File: config.mk
export PLATFORM = sky130hd
export DESIGN_NAME = iceb_clear_bank
export DESIGN_NICKNAME = d
export VERILOG_FILES = /design/src/logic/iceb_pkg.sv /design/src/logic/iceb_clear_bank.sv
export SDC_FILE = /design/constraint.sdc
export NUM_CORES = 1
export LEC_CHECK = 0
export ABC_AREA = 1
export BUFFER_PORTS_ARGS = -buffer_cell sky130_fd_sc_hd__buf_2
export CORE_MARGIN = 2
export CORE_UTILIZATION = 32
export CTS_CLUSTER_SIZE = 28
export DETAILED_ROUTE_END_ITERATION = 10
export HOLD_SLACK_MARGIN = 0.02
export SYNTH_ARGS = -nofsm -noshare
export SYNTH_HDL_FRONTEND = slang
export SYNTH_SLANG_ARGS = --single-unit
File: constraint.sdc
create_clock -name clk -period 2.2 [get_ports clk]
set_clock_uncertainty 0.1 [all_clocks]
set_input_delay 0 -clock clk [delete_from_list [all_inputs] [get_ports clk]]
set_output_delay 0 -clock clk [all_outputs]
set_load 0.005 [all_outputs]
File: src/logic/iceb_pkg.sv
// package: constants and types for the interrupt clear-enable bank
package iceb_pkg;

  // ---------------------------------------------------------------
  // register map
  // ---------------------------------------------------------------
  localparam int          ADDR_W          = 12;
  localparam logic [11:0] OFF_DISABLE_TWO = 12'h000;
  localparam logic [11:0] OFF_ENABLE_TWO  = 12'h004;
  localparam logic [31:0] RESET_ENABLE    = 32'h0000_0000;
  localparam logic [31:0] RESET_RDATA     = 32'h0000_0000;

  // ---------------------------------------------------------------
  // field layout: lines 32..59 on bits 27:26, 23:5, 3:0
  // ---------------------------------------------------------------
  localparam logic [31:0] IMPL_MASK  = 32'h0CFF_FFEF;
  localparam logic [31:0] HIGH_PAIR  = 32'h0C00_0000;
  localparam logic [31:0] MID_FIELD  = 32'h00FF_FFE0;
  localparam logic [31:0] LOW_FIELD  = 32'h0000_000F;

  // register bus request group from the bus master
  typedef struct packed {
    logic              psel;
    logic              penable;
    logic              pwrite;
    logic [ADDR_W-1:0] paddr;
    logic [31:0]       pwdata;
  } iceb_bus_req_t;

endpackage : iceb_pkg

File: src/logic/iceb_clear_bank.sv
// module: clear-enable bank for interrupt lines 32 to 59, register slave
//
// The APB slave port and the placing of the registers were decided locally.
module iceb_clear_bank
  import iceb_pkg::*;
(
  // clock and reset
  input  wire logic          clk,
  input  wire logic          nrst,
  // register bus slave
  input  wire iceb_bus_req_t bus_req,
  output logic               pready,
  output logic [31:0]        prdata,
  output logic               pslverr,
  // companion set-enable bank, one-cycle pulses per bit
  input  wire logic [31:0]   irq_enable_set_bits,
  // per-interrupt enables, bit n is line 32 + n
  output logic [31:0]        irq_enable
);

  // ---------------------------------------------------------------
  // bus decode
  // ---------------------------------------------------------------
  // a transfer is setup, first access cycle, then the ready cycle;
  // the fixed wait state gives the read data a whole cycle to settle
  // and keeps the answer timing the same for every offset;
  // the whole offset field is compared, so aliases answer with an error
  logic        access;
  logic        done;
  logic        hit_clr;
  logic        hit_set;
  logic        wr_clr;
  logic        wr_set;
  logic [31:0] clr_word;
  logic [31:0] set_word;
  logic [31:0] next_enable;

  // access phase, and its completing edge
  assign access  = bus_req.psel & bus_req.penable;
  assign done    = access & pready;
  assign hit_clr = (bus_req.paddr == OFF_DISABLE_TWO);
  assign hit_set = (bus_req.paddr == OFF_ENABLE_TWO);
  assign wr_clr  = done & bus_req.pwrite & hit_clr;
  assign wr_set  = done & bus_req.pwrite & hit_set;

  // ---------------------------------------------------------------
  // enable flops
  // ---------------------------------------------------------------
  // holes masked off
  // unimplemented positions never reach an enable;
  // the words are gated by the completing edge, so a write that is
  // still waiting for ready cannot touch the enables
  assign clr_word = wr_clr ? (bus_req.pwdata & IMPL_MASK) : 32'h0000_0000;
  assign set_word = (irq_enable_set_bits
                  | (wr_set ? bus_req.pwdata : 32'h0000_0000)) & IMPL_MASK;

  // zero keeps state
  // a set in the same cycle wins so no enable request is lost
  assign next_enable = ((irq_enable & ~clr_word) | set_word) & IMPL_MASK;

  // bit mapping
  // bit n of the word is the enable of line 32 + n, no reshuffle;
  // hole positions get a flop too, but their next value is always
  // zero, so synthesis can drop them
  for (genvar b = 0; b < $bits(irq_enable); b++) begin : g_line
    always_ff @(posedge clk) begin
      if (!nrst) begin
        irq_enable[b] <= RESET_ENABLE[b];
      end else begin
        irq_enable[b] <= next_enable[b];
      end
    end
  end

  // ---------------------------------------------------------------
  // bus answer
  // ---------------------------------------------------------------
  // one wait state: ready rises on the second access cycle
  // limitation: a master that drops the access early gets no answer
  always_ff @(posedge clk) begin
    if (!nrst) begin
      pready <= 1'b0;
    end else begin
      pready <= access & ~pready;
    end
  end

  // read enables
  // data latched with ready, so it stands for the completing edge;
  // it is zero outside that cycle so stale enables never linger
  always_ff @(posedge clk) begin
    if (!nrst) begin
      prdata <= RESET_RDATA;
    end else if (access && !pready && !bus_req.pwrite &&
                 (hit_clr || hit_set)) begin
      prdata <= irq_enable & IMPL_MASK;
    end else begin
      prdata <= RESET_RDATA;
    end
  end

  // unmapped offsets answer with an error, nothing changes
  // the error never blocks the set pulses of the companion bank
  always_ff @(posedge clk) begin
    if (!nrst) begin
      pslverr <= 1'b0;
    end else begin
      pslverr <= access & ~pready & ~(hit_clr | hit_set);
    end
  end

  // no companion set pulse in this cycle, so a clear check
  // cannot be spoiled by a set that wins over it
  logic quiet_set;
  assign quiet_set = (irq_enable_set_bits == 32'h0000_0000);
endmodule : iceb_clear_bank

# ---- Word-level counts from Yosys, hierarchy flattened
# Cells that the tools add are included.
dict set report word_totals {
  reg_bits 59
  input_bits 81
  word_cells 54
}
dict set report classes {
  n_eq_ne 1
  muxes 2
  bitwise 14
  reduce_logical 8
}
# operator count
set op_table {}
lappend op_table {{$mux 28} 2}
lappend op_table {{$or 28x28->28} 2}
lappend op_table {{$and 28x28->28} 1}
lappend op_table {{$not 28->28} 1}
lappend op_table {{$eq 12x3->1 const B} 1}
lappend op_table {{$logic_not 12->1} 1}
lappend op_table {{$and 1x1->1} 7}
lappend op_table {{$logic_and 1x1->1} 3}
lappend op_table {{$logic_not 1->1} 2}
lappend op_table {{$not 1->1} 2}
lappend op_table {{$reduce_and 2->1} 1}
lappend op_table {{$logic_or 1x1->1} 1}
lappend op_table {{$or 1x1->1} 1}

# ---- Logic depth before layout (Yosys ltp)
# Gate-level depths: netlist of the first run.
dict set report depth {
  ltp_word 8
  ltp_mapped 8
  mapped_depth_nobuf 7
}

# ---- Least setup slack after synthesis of the first run
# OpenSTA, ideal clock, no wires.
dict set report synth_timing {
  path_type {register to register}
  start {register pready}
  end {register irq_enable[0]}
  setup_ps 132
  t_arrival_ps 1133
  t_required_ps 1968
  setup_slack_ps 834
  stages_incl_launch_ff 7
  path_buffers 1
  synth_period_minus_slack_ps 1366
  cell_sequence {dfxtp_1 > nand2_1 > nor2_1 > clkbuf_1 > nand4_1 > nand2_1 > a21oi_1}
}
dict set report synth_between {
  elab_chain_cells 7
}
# element line_no
set synth_lines {}
lappend synth_lines {{start, declared} iceb_clear_bank.sv:12} ;# output logic pready,
lappend synth_lines {{start signal, assigned} iceb_clear_bank.sv:84} ;# pready <= access & ~pready;
lappend synth_lines {{$and 1x1->1 (*)} iceb_clear_bank.sv:40} ;# assign done = access & pready;
lappend synth_lines {{$and 1x1->1 (*)} {iceb_clear_bank.sv:43, iceb_clear_bank.sv:44}}
lappend synth_lines {{$and 1x1->1} iceb_clear_bank.sv:43} ;# assign wr_clr = done & bus_req.pwrite & hit_clr;
lappend synth_lines {{$mux 28} iceb_clear_bank.sv:53} ;# assign clr_word = wr_clr ? (bus_req.pwdata & IMPL_MASK) : 32'h0000_0000;
lappend synth_lines {{$not 28->28} iceb_clear_bank.sv:59} ;# assign next_enable = ((irq_enable & ~clr_word) | set_word) & IMPL_MASK;
lappend synth_lines {{$and 28x28->28} iceb_clear_bank.sv:59}
lappend synth_lines {{$or 28x28->28 (*)} iceb_clear_bank.sv:59}
lappend synth_lines {{end signal, assigned by index} iceb_clear_bank.sv:68} ;# irq_enable[b] <= RESET_ENABLE[b];
lappend synth_lines {{end signal, assigned by index} iceb_clear_bank.sv:70} ;# irq_enable[b] <= next_enable[b];
lappend synth_lines {{end, declared} iceb_clear_bank.sv:18} ;# output logic [31:0] irq_enable
# Every way passes the cells marked *; elsewhere a longest branch is shown, timed or not.
# A chain may end at the register's enable or synchronous reset.

# ---- Worst setup path after layout of the first run
dict set report layout_timing {
  start {register pready}
  end {register irq_enable[13]}
}
# Same word-level chain as after synthesis.

==> summary.md, run 1 <==
| Metric | Value |
|---|---|
| Post-route cell area | `just over 4000 um2` |
| Total clock sinks | `between 50 and 60` |
| Outcome | `finished clean` |
| Root buffer cell | `clkbuf_8` |
| DR vias | `2784` |
| Syn_area_per_cell | `approximately 7.6 um2` |
| Initial DRC Count | `67` |
| Instance count of the mapped netlist | `335` |
| Vias in the first global route | `2663` |
| Max-cap violations | `0` |
| CP Data Required Time | `approximately 2.3 ns` |
| Drt pass-1 iters | `4` |
| FP Rows | `32` |
| Hold_ws | `roughly 0.024 ns` |
| Gpl congestion | `0.697` |
| Placed cell areas | `3200 um2` |
| Distinct cells, synth | `21` |
| Horiz. Die Dim | `93.4 um` |
| Worst-Skew Late Latency | `0.30 ns` |
| Internal Power | `0.00145 W` |
| Vias/cell | `4.46` |
| Antenna violations before repair | `0` |
| R2R depth | `8` |
| Hold Path Class | `in -> reg` |
| Post-synth top area share | `40.7%` |
| Nets | `603` |
| Hold path cells | `7` |
| DRT antenna net count | `0` |
| N_diodes | `0` |
| Drt wl/cell | `11.5 um` |
| Sequential-to-total area share from yosys stat | `40.7%` |
| Buffers added on ports | `118` |
| Switching part of the total | `between 20% and 30%` |
| Final Max Slew Viols | `0` |
| Pwr dens | `roughly 480 nW/um2` |
| Fin crit share | `around 93%` |
| Crit end category | `flip-flop` |
| Clk slew on worst S/H paths | `approximately 0.10 ns` |
| Die area | `between 8000 and 9000 um2` |
| Layout cell share with drive strength beyond 1 | `between 30% and 40%` |
| Slowest stage cell, crit path | `dlygate4sd3_1` |
| Final WL | `slightly above 7 mm` |
| Die H | `93.4 um` |
| Num CTS Buffers | `5` |
| R2r endpoint | `irq_enable[13]` |
| Worst EP arrival | `~2.2 ns` |
| Crit-path cells | `nand2_1, nor2_4, clkbuf_8, nand4_1, nand2_1, dlygate4sd3_1, inv_1, a21oi_1` |
| Largest net degree at the start of global routing | `51` |
| Number of synthesized register bits | `52` |
| P&R area growth vs syn | `58.0%` |
| Setup TNS | `0 ns` |
| Critical Path Source | `pready` |
| Peak VDD IR | `0.000216 V` |
| Top cells by area, synth | `dfxtp_1 (41%), nand4_1 (12%), inv_1 (11%)` |
| Initial Utilization | `33.1%` |
| Synthesis Warnings | `0` |
| First-pass GRT wire length | `between 10 and 15 mm` |
| NetSw | `0.000490 W` |
| Reg power frac | `51.6%` |
| Util after Layout | `a little over half` |
| Total grt overflow | `0` |
| H-Tree Depth | `2` |
| Endpoints failing setup | `0` |
| Fmax | `486 MHz` |
| Reg2reg setup slack | `between 0.1 and 0.15 ns` |
| Lkg Pwr | `2.11 nW` |
| Fin crit period | `2.06 ns` |
| Worst r2r src | `pready` |
| Total GRT Usage | `16.5%` |
| DP Wirelength | `4.39 mm` |
| Post-CTS setup buffer count | `0` |
| Unrepaired setup endpoints after global routing | `false` |
| Max FO, Critical Path | `50` |
| DR DRC count | `0` |
| Leading area contributor after synthesis | `dfxtp_1` |
| Hold wc startpoint | `bus_req[38]` |
| Clk buf depth | `2` |
| CP Class | `reg -> reg` |
| Combinational share of power | `17.6%` |
| WHS Endpoint | `pslverr` |
| Worst setup SP type | `flip-flop` |
| CP peak stage delay | `0.56 ns` |
| I/O pin cnt | `147` |
| Clk pwr share | `a little under a third` |
| Cell area after synthesis | `2560 um2` |
| Crit-path most repeated cell | `nand2_1` |
| Core area | `7730 um2` |
| CTS tree | `built` |
| Final hold viol count | `0` |
-- registers in the layout, summed over array words and instances, names as in the netlist --
name and cells:
irq_enable 25, pready 1, prdata 25, pslverr 1
-- logic make-up after synthesis --
group | share of synthesized area [%]
AOI/OAI and AO/OA | 5.23
buffers and inverters | 19.8
DFF | 40.7
other | 0.146
and+or+nand+nor | 34.2
-- metal layers --
layer / up-vias / share of wire (%) / global-route usage [%]
li1: 1379 / - / -
met1: 1266 / 40 / 17.8
met2: 124 / 52 / 31.7
met3: 15 / 5.9 / 2.50
met4: 0 / 2.2 / 6.74
met5: - / 0 / 0
-- cell usage in the layout (no fill, tap or decap) --
cell type,instances
inv_1,78
clkinv_1,1
nand3b_4,1
dlygate4sd3_1,74
inv_2,2
conb_1,14
dfxtp_1,52
buf_4,5
o21ai_2,1
nor3_4,1
nand2_1,56
buf_2,118
a21oi_1,25
buf_12,1
nand2_2,1
nor2_1,9
or2_4,1
clkbuf_8,8
nand4_1,50
nor2_4,23
nor2_8,1
-- per-stage QoR --
stage	std cells	setup slack (ns)	power, W
global route	624	0.00281	0.00203
global placement	543	0.687	0.00125
CTS	624	0.0500	0.00196
floorplan	348	0.834	0.00115
finish	624	0.144	0.00194
detailed placement	543	0.640	0.00126
-- worst max path at each step --
| stage | end | cells after the start |
|---|---|---|
| after detailed placement | irq_enable[12] | 7 |
| after global placement | irq_enable[19] | 7 |
| after global routing | irq_enable[15] | 8 |
| final | irq_enable[13] | 8 |
| after CTS | irq_enable[12] | 8 |
| after floorplan | irq_enable[0] | 6 |
-- synthesized netlist by cell type --
master,number
inv_1,78
nand2_1,56
dfxtp_1,52
nand4_1,50
a21oi_1,25
nor2_4,21
buf_4,14
buf_2,12
nor2_1,10
clkbuf_1,4
buf_6,2
inv_2,2
clkinv_1,1
conb_1,1
nand2_2,1
nand3b_4,1
nor2_2,1
nor2_8,1
nor3_4,1
o21ai_2,1
or2_4,1
-- power by group through the flow --
| stage | registers, W | clock network, W | logic, W |
|---|---|---|---|
| after floorplan | 0.00102 | 0 | 0.000130 |
| after global placement | 0.00102 | 0 | 0.000227 |
| after detailed placement | 0.00102 | 0 | 0.000233 |
| after CTS | 0.00100 | 0.000628 | 0.000335 |
| after global routing | 0.00101 | 0.000652 | 0.000376 |
| final | 0.00100 | 0.000596 | 0.000340 |
-- critical path, delay by kind of cell, from the launching register on --
family / cells / cell delay (ns)
AO/OA/AOI/OAI: 1 / 0.12
buffers and inverters: 3 / 0.91
flip-flops: 1 / 0.41
AND/OR/NAND/NOR: 4 / 0.41
-- cell type report --
| type | count | area [um2] |
|---|---|---|
| Clock buffer | 7 | 96.3 |
| Fill cell | 736 | 3680 |
| Inverter | 81 | 304 |
| Multi-Input combinational cell | 183 | 1070 |
| Sequential cell | 52 | 1040 |
| Tap cell | 102 | 128 |
| Timing Repair Buffer | 199 | 1400 |
-- what timing repair did --
item,CTS,global route
hold buffers,74,0
gates resized for setup,0,2
endpoints found under the setup margin,0,25
hold endpoints to repair,27,0
Note: power is estimated with default switching activity, not from simulation.
==> inputs of run 2 (changes only) <==
--- a/config.mk
+++ b/config.mk
@@ -8,7 +8,7 @@
 export ABC_AREA = 1
 export BUFFER_PORTS_ARGS = -buffer_cell sky130_fd_sc_hd__buf_2
 export CORE_MARGIN = 2
-export CORE_UTILIZATION = 32
+export CORE_UTILIZATION = 28
 export CTS_CLUSTER_SIZE = 28
 export DETAILED_ROUTE_END_ITERATION = 10
 export HOLD_SLACK_MARGIN = 0.02
==> summary.md, run 2 (synthesized netlist as in run 1, its figures left out) <==
| Metric | Value |
|---|---|
| Outcome | `finished clean` |
| Max FO, Critical Path | `50 (unchanged)` |
| Hold_ws | `0.0267 ns (+0.00287 ns)` |
| Fin crit share | `90.6% (-2.9 points)` |
| Num CTS Buffers | `5 (unchanged)` |
| Total GRT Usage | `15.4% (-1.1 points)` |
| Fin crit period | `1.99 ns (-0.0631 ns)` |
| Max-cap violations | `0 (unchanged)` |
| DR DRC count | `0 (unchanged)` |
| Peak VDD IR | `0.000259 V (+20%)` |
| Buffers added on ports | `118 (unchanged)` |
| Most common cell after layout, fill and taps aside | `buf_2` |
| Fmax | `502 MHz (+3.2%)` |
| First-pass GRT wire length | `12.3 mm (+7.5%)` |
| Vias in the first global route | `2724 (+2.3%)` |
| Met3 Track Usage GR | `2.88% (+0.38 points)` |
| Unrepaired setup endpoints after global routing | `false` |
| P&R area growth vs syn | `59.1%` |
| Switching part of the total | `25.0% (-0.33 points)` |
| Internal Power | `0.00151 W (+4.0%)` |
| Final Max Slew Viols | `0 (unchanged)` |
| Total clock sinks | `52 (unchanged)` |
| Combinational share of power | `17.1% (-0.5 points)` |
| Largest net degree at the start of global routing | `51 (unchanged)` |
| Most frequent cells in the layout | `buf_2 (118), inv_1 (78), dlygate4sd3_1 (75), nand2_1 (56), dfxtp_1 (52)` |
| Crit end category | `flip-flop` |
| Fillcell total | `854 (+16%)` |
| I/O pin cnt | `147 (unchanged)` |
| Post-CTS setup buffer count | `0 (unchanged)` |
| Total grt overflow | `0 (unchanged)` |
| Clk buf depth | `2 (unchanged)` |
| H-Tree Depth | `2 (unchanged)` |
| Total power | `0.00201 W (+3.6%)` |
| Layout cell share with drive strength beyond 1 | `31.0% (-0.25 points)` |
| Initial DRC Count | `87 (+30%)` |
| Drt pass-1 iters | `5 (+1)` |
| Reg power frac | `49.9% (-1.7 points)` |
| Horiz. Die Dim | `99.6 um (+6.6%)` |
| Worst setup SP type | `flip-flop` |
| Initial Utilization | `29.1% (-4.1 points)` |
| NetSw | `0.000501 W (+2.2%)` |
| Antenna violations before repair | `0 (unchanged)` |
| Endpoints failing setup | `0 (unchanged)` |
| CTS tree | `built` |
| Util after Layout | `46.2% (-6.1 points)` |
| R2r endpoint | `irq_enable[12]` |
| FP Rows | `34 (+6.3%)` |
| Clk pwr share | `32.9% (+2.1 points)` |
| Drt wl/cell | `12.3 um (+6.7%)` |
| Setup TNS | `0 ns (unchanged)` |
| Nets | `603 (unchanged)` |
| DRT antenna net count | `0 (unchanged)` |
| Capture point of the worst path | `irq_enable[12]` |
| Worst r2r src | `pready` |
| Die H | `99.6 um (+6.6%)` |
| Lkg Pwr | `2.11 nW (+0.19%)` |
| Met1 usage | `17.5% (-0.33 points)` |
| Worst-Skew Late Latency | `0.30 ns (about the same)` |
| GR Layer Usage met2 | `28.7% (-2.9 points)` |
| Hold Path Class | `in -> reg` |
| Pwr dens | `493 nW/um2 (+2.9%)` |
| Biggest regs | `irq_enable: 25 flops, prdata: 25 flops` |
| Final hold viol count | `0 (unchanged)` |
| DR vias | `2808 (+0.86%)` |
| Final worst slack | `0.207 ns (+0.0631 ns)` |
| Post-Place Setup Slack | `0.594 ns (-0.0457 ns)` |
| Reg2reg setup slack | `0.21 ns (+0.06 ns)` |
| Final WL | `7.75 mm (+7.9%)` |
| Core area | `8810 um2 (+14%)` |
| Vias/cell | `4.45 (-0.26%)` |
| Gpl congestion | `0.765 (+9.7%)` |
| Clk slew on worst S/H paths | `0.10 ns (about the same)` |
| GRT Max-Usage Layer | `met2` |
| Worst EP arrival | `2.13 ns (-0.05 ns)` |
| R2R depth | `8 (unchanged)` |
| CP Class | `reg -> reg` |
| Critical Path Source | `pready` |
| DP Wirelength | `4.64 mm (+5.8%)` |
| N_diodes | `0 (unchanged)` |
| Root buffer cell | `clkbuf_8` |
| CP Data Required Time | `2.34 ns (about the same)` |
| Die area | `9920 um2 (+14%)` |
[run 2: worst max-delay path, cell delays in order (launching register included)]
cell and delay, ns:
dfxtp_1 0.41, nand2_1 0.12, nor2_4 0.12, buf_12 0.24, nand4_1 0.13, nand2_1 0.10
dlygate4sd3_1 0.55, inv_1 0.04, a21oi_1 0.10
[run 2: layout make-up]
cell class	count	area, um2	share of cell area, %
inverter	81	304	7.47
tap	108	135	3.32
timing repair buffer	199	1410	34.7
sequential	52	1040	25.6
clock buffer	6	72.6	1.78
multi-input combinational	183	1070	26.4
clock inverter	2	35.0	0.860
[run 2: worst min path at each step]
| stage | from | end | slack [ns] | depth (start not counted) |
|---|---|---|---|---|
| after CTS | bus_req[36] | pslverr | 0.02 | 7 |
| final | bus_req[36] | pslverr | 0.03 | 7 |
| after floorplan | irq_enable_set_bits[0] | irq_enable[0] | 0.11 | 4 |
| after global placement | nrst | pready | 0.20 | 3 |
| after global routing | bus_req[40] | pslverr | 0.06 | 7 |
| after detailed placement | nrst | pready | 0.19 | 3 |
[run 2: routing by layer]
layer  vias to the layer above  part of all wire, %  wire length [um]
met2                       107                   54              4170
met4                         0                  1.1                82
met1                      1312                   40              3070
li1                       1381                    -                 -
met5                         -                    0                 0
met3                         8                  5.4               421
[run 2: through the flow]
stage,area (um2),cells
finish,4070,631
CTS,4060,631
detailed placement,3200,548
global route,4070,631
floorplan,2610,348
global placement,3200,548
[run 2: power groups by stage]
stage | logic (W) | clock network (W) | registers (W)
2_1_floorplan | 0.000130 | 0 | 0.00102
3_3_place_gp | 0.000229 | 0 | 0.00102
3_5_place_dp | 0.000235 | 0 | 0.00102
4_1_cts | 0.000338 | 0.000696 | 0.00100
5_1_grt | 0.000379 | 0.000719 | 0.00101
6_report | 0.000344 | 0.000661 | 0.00100
[run 2: repair_timing]
action                                 in CTS  in global routing
endpoints found under the hold margin      27                  0
gates resized for setup                     0                  4
setup endpoints to repair                   0                 25
hold buffers                               75                  0
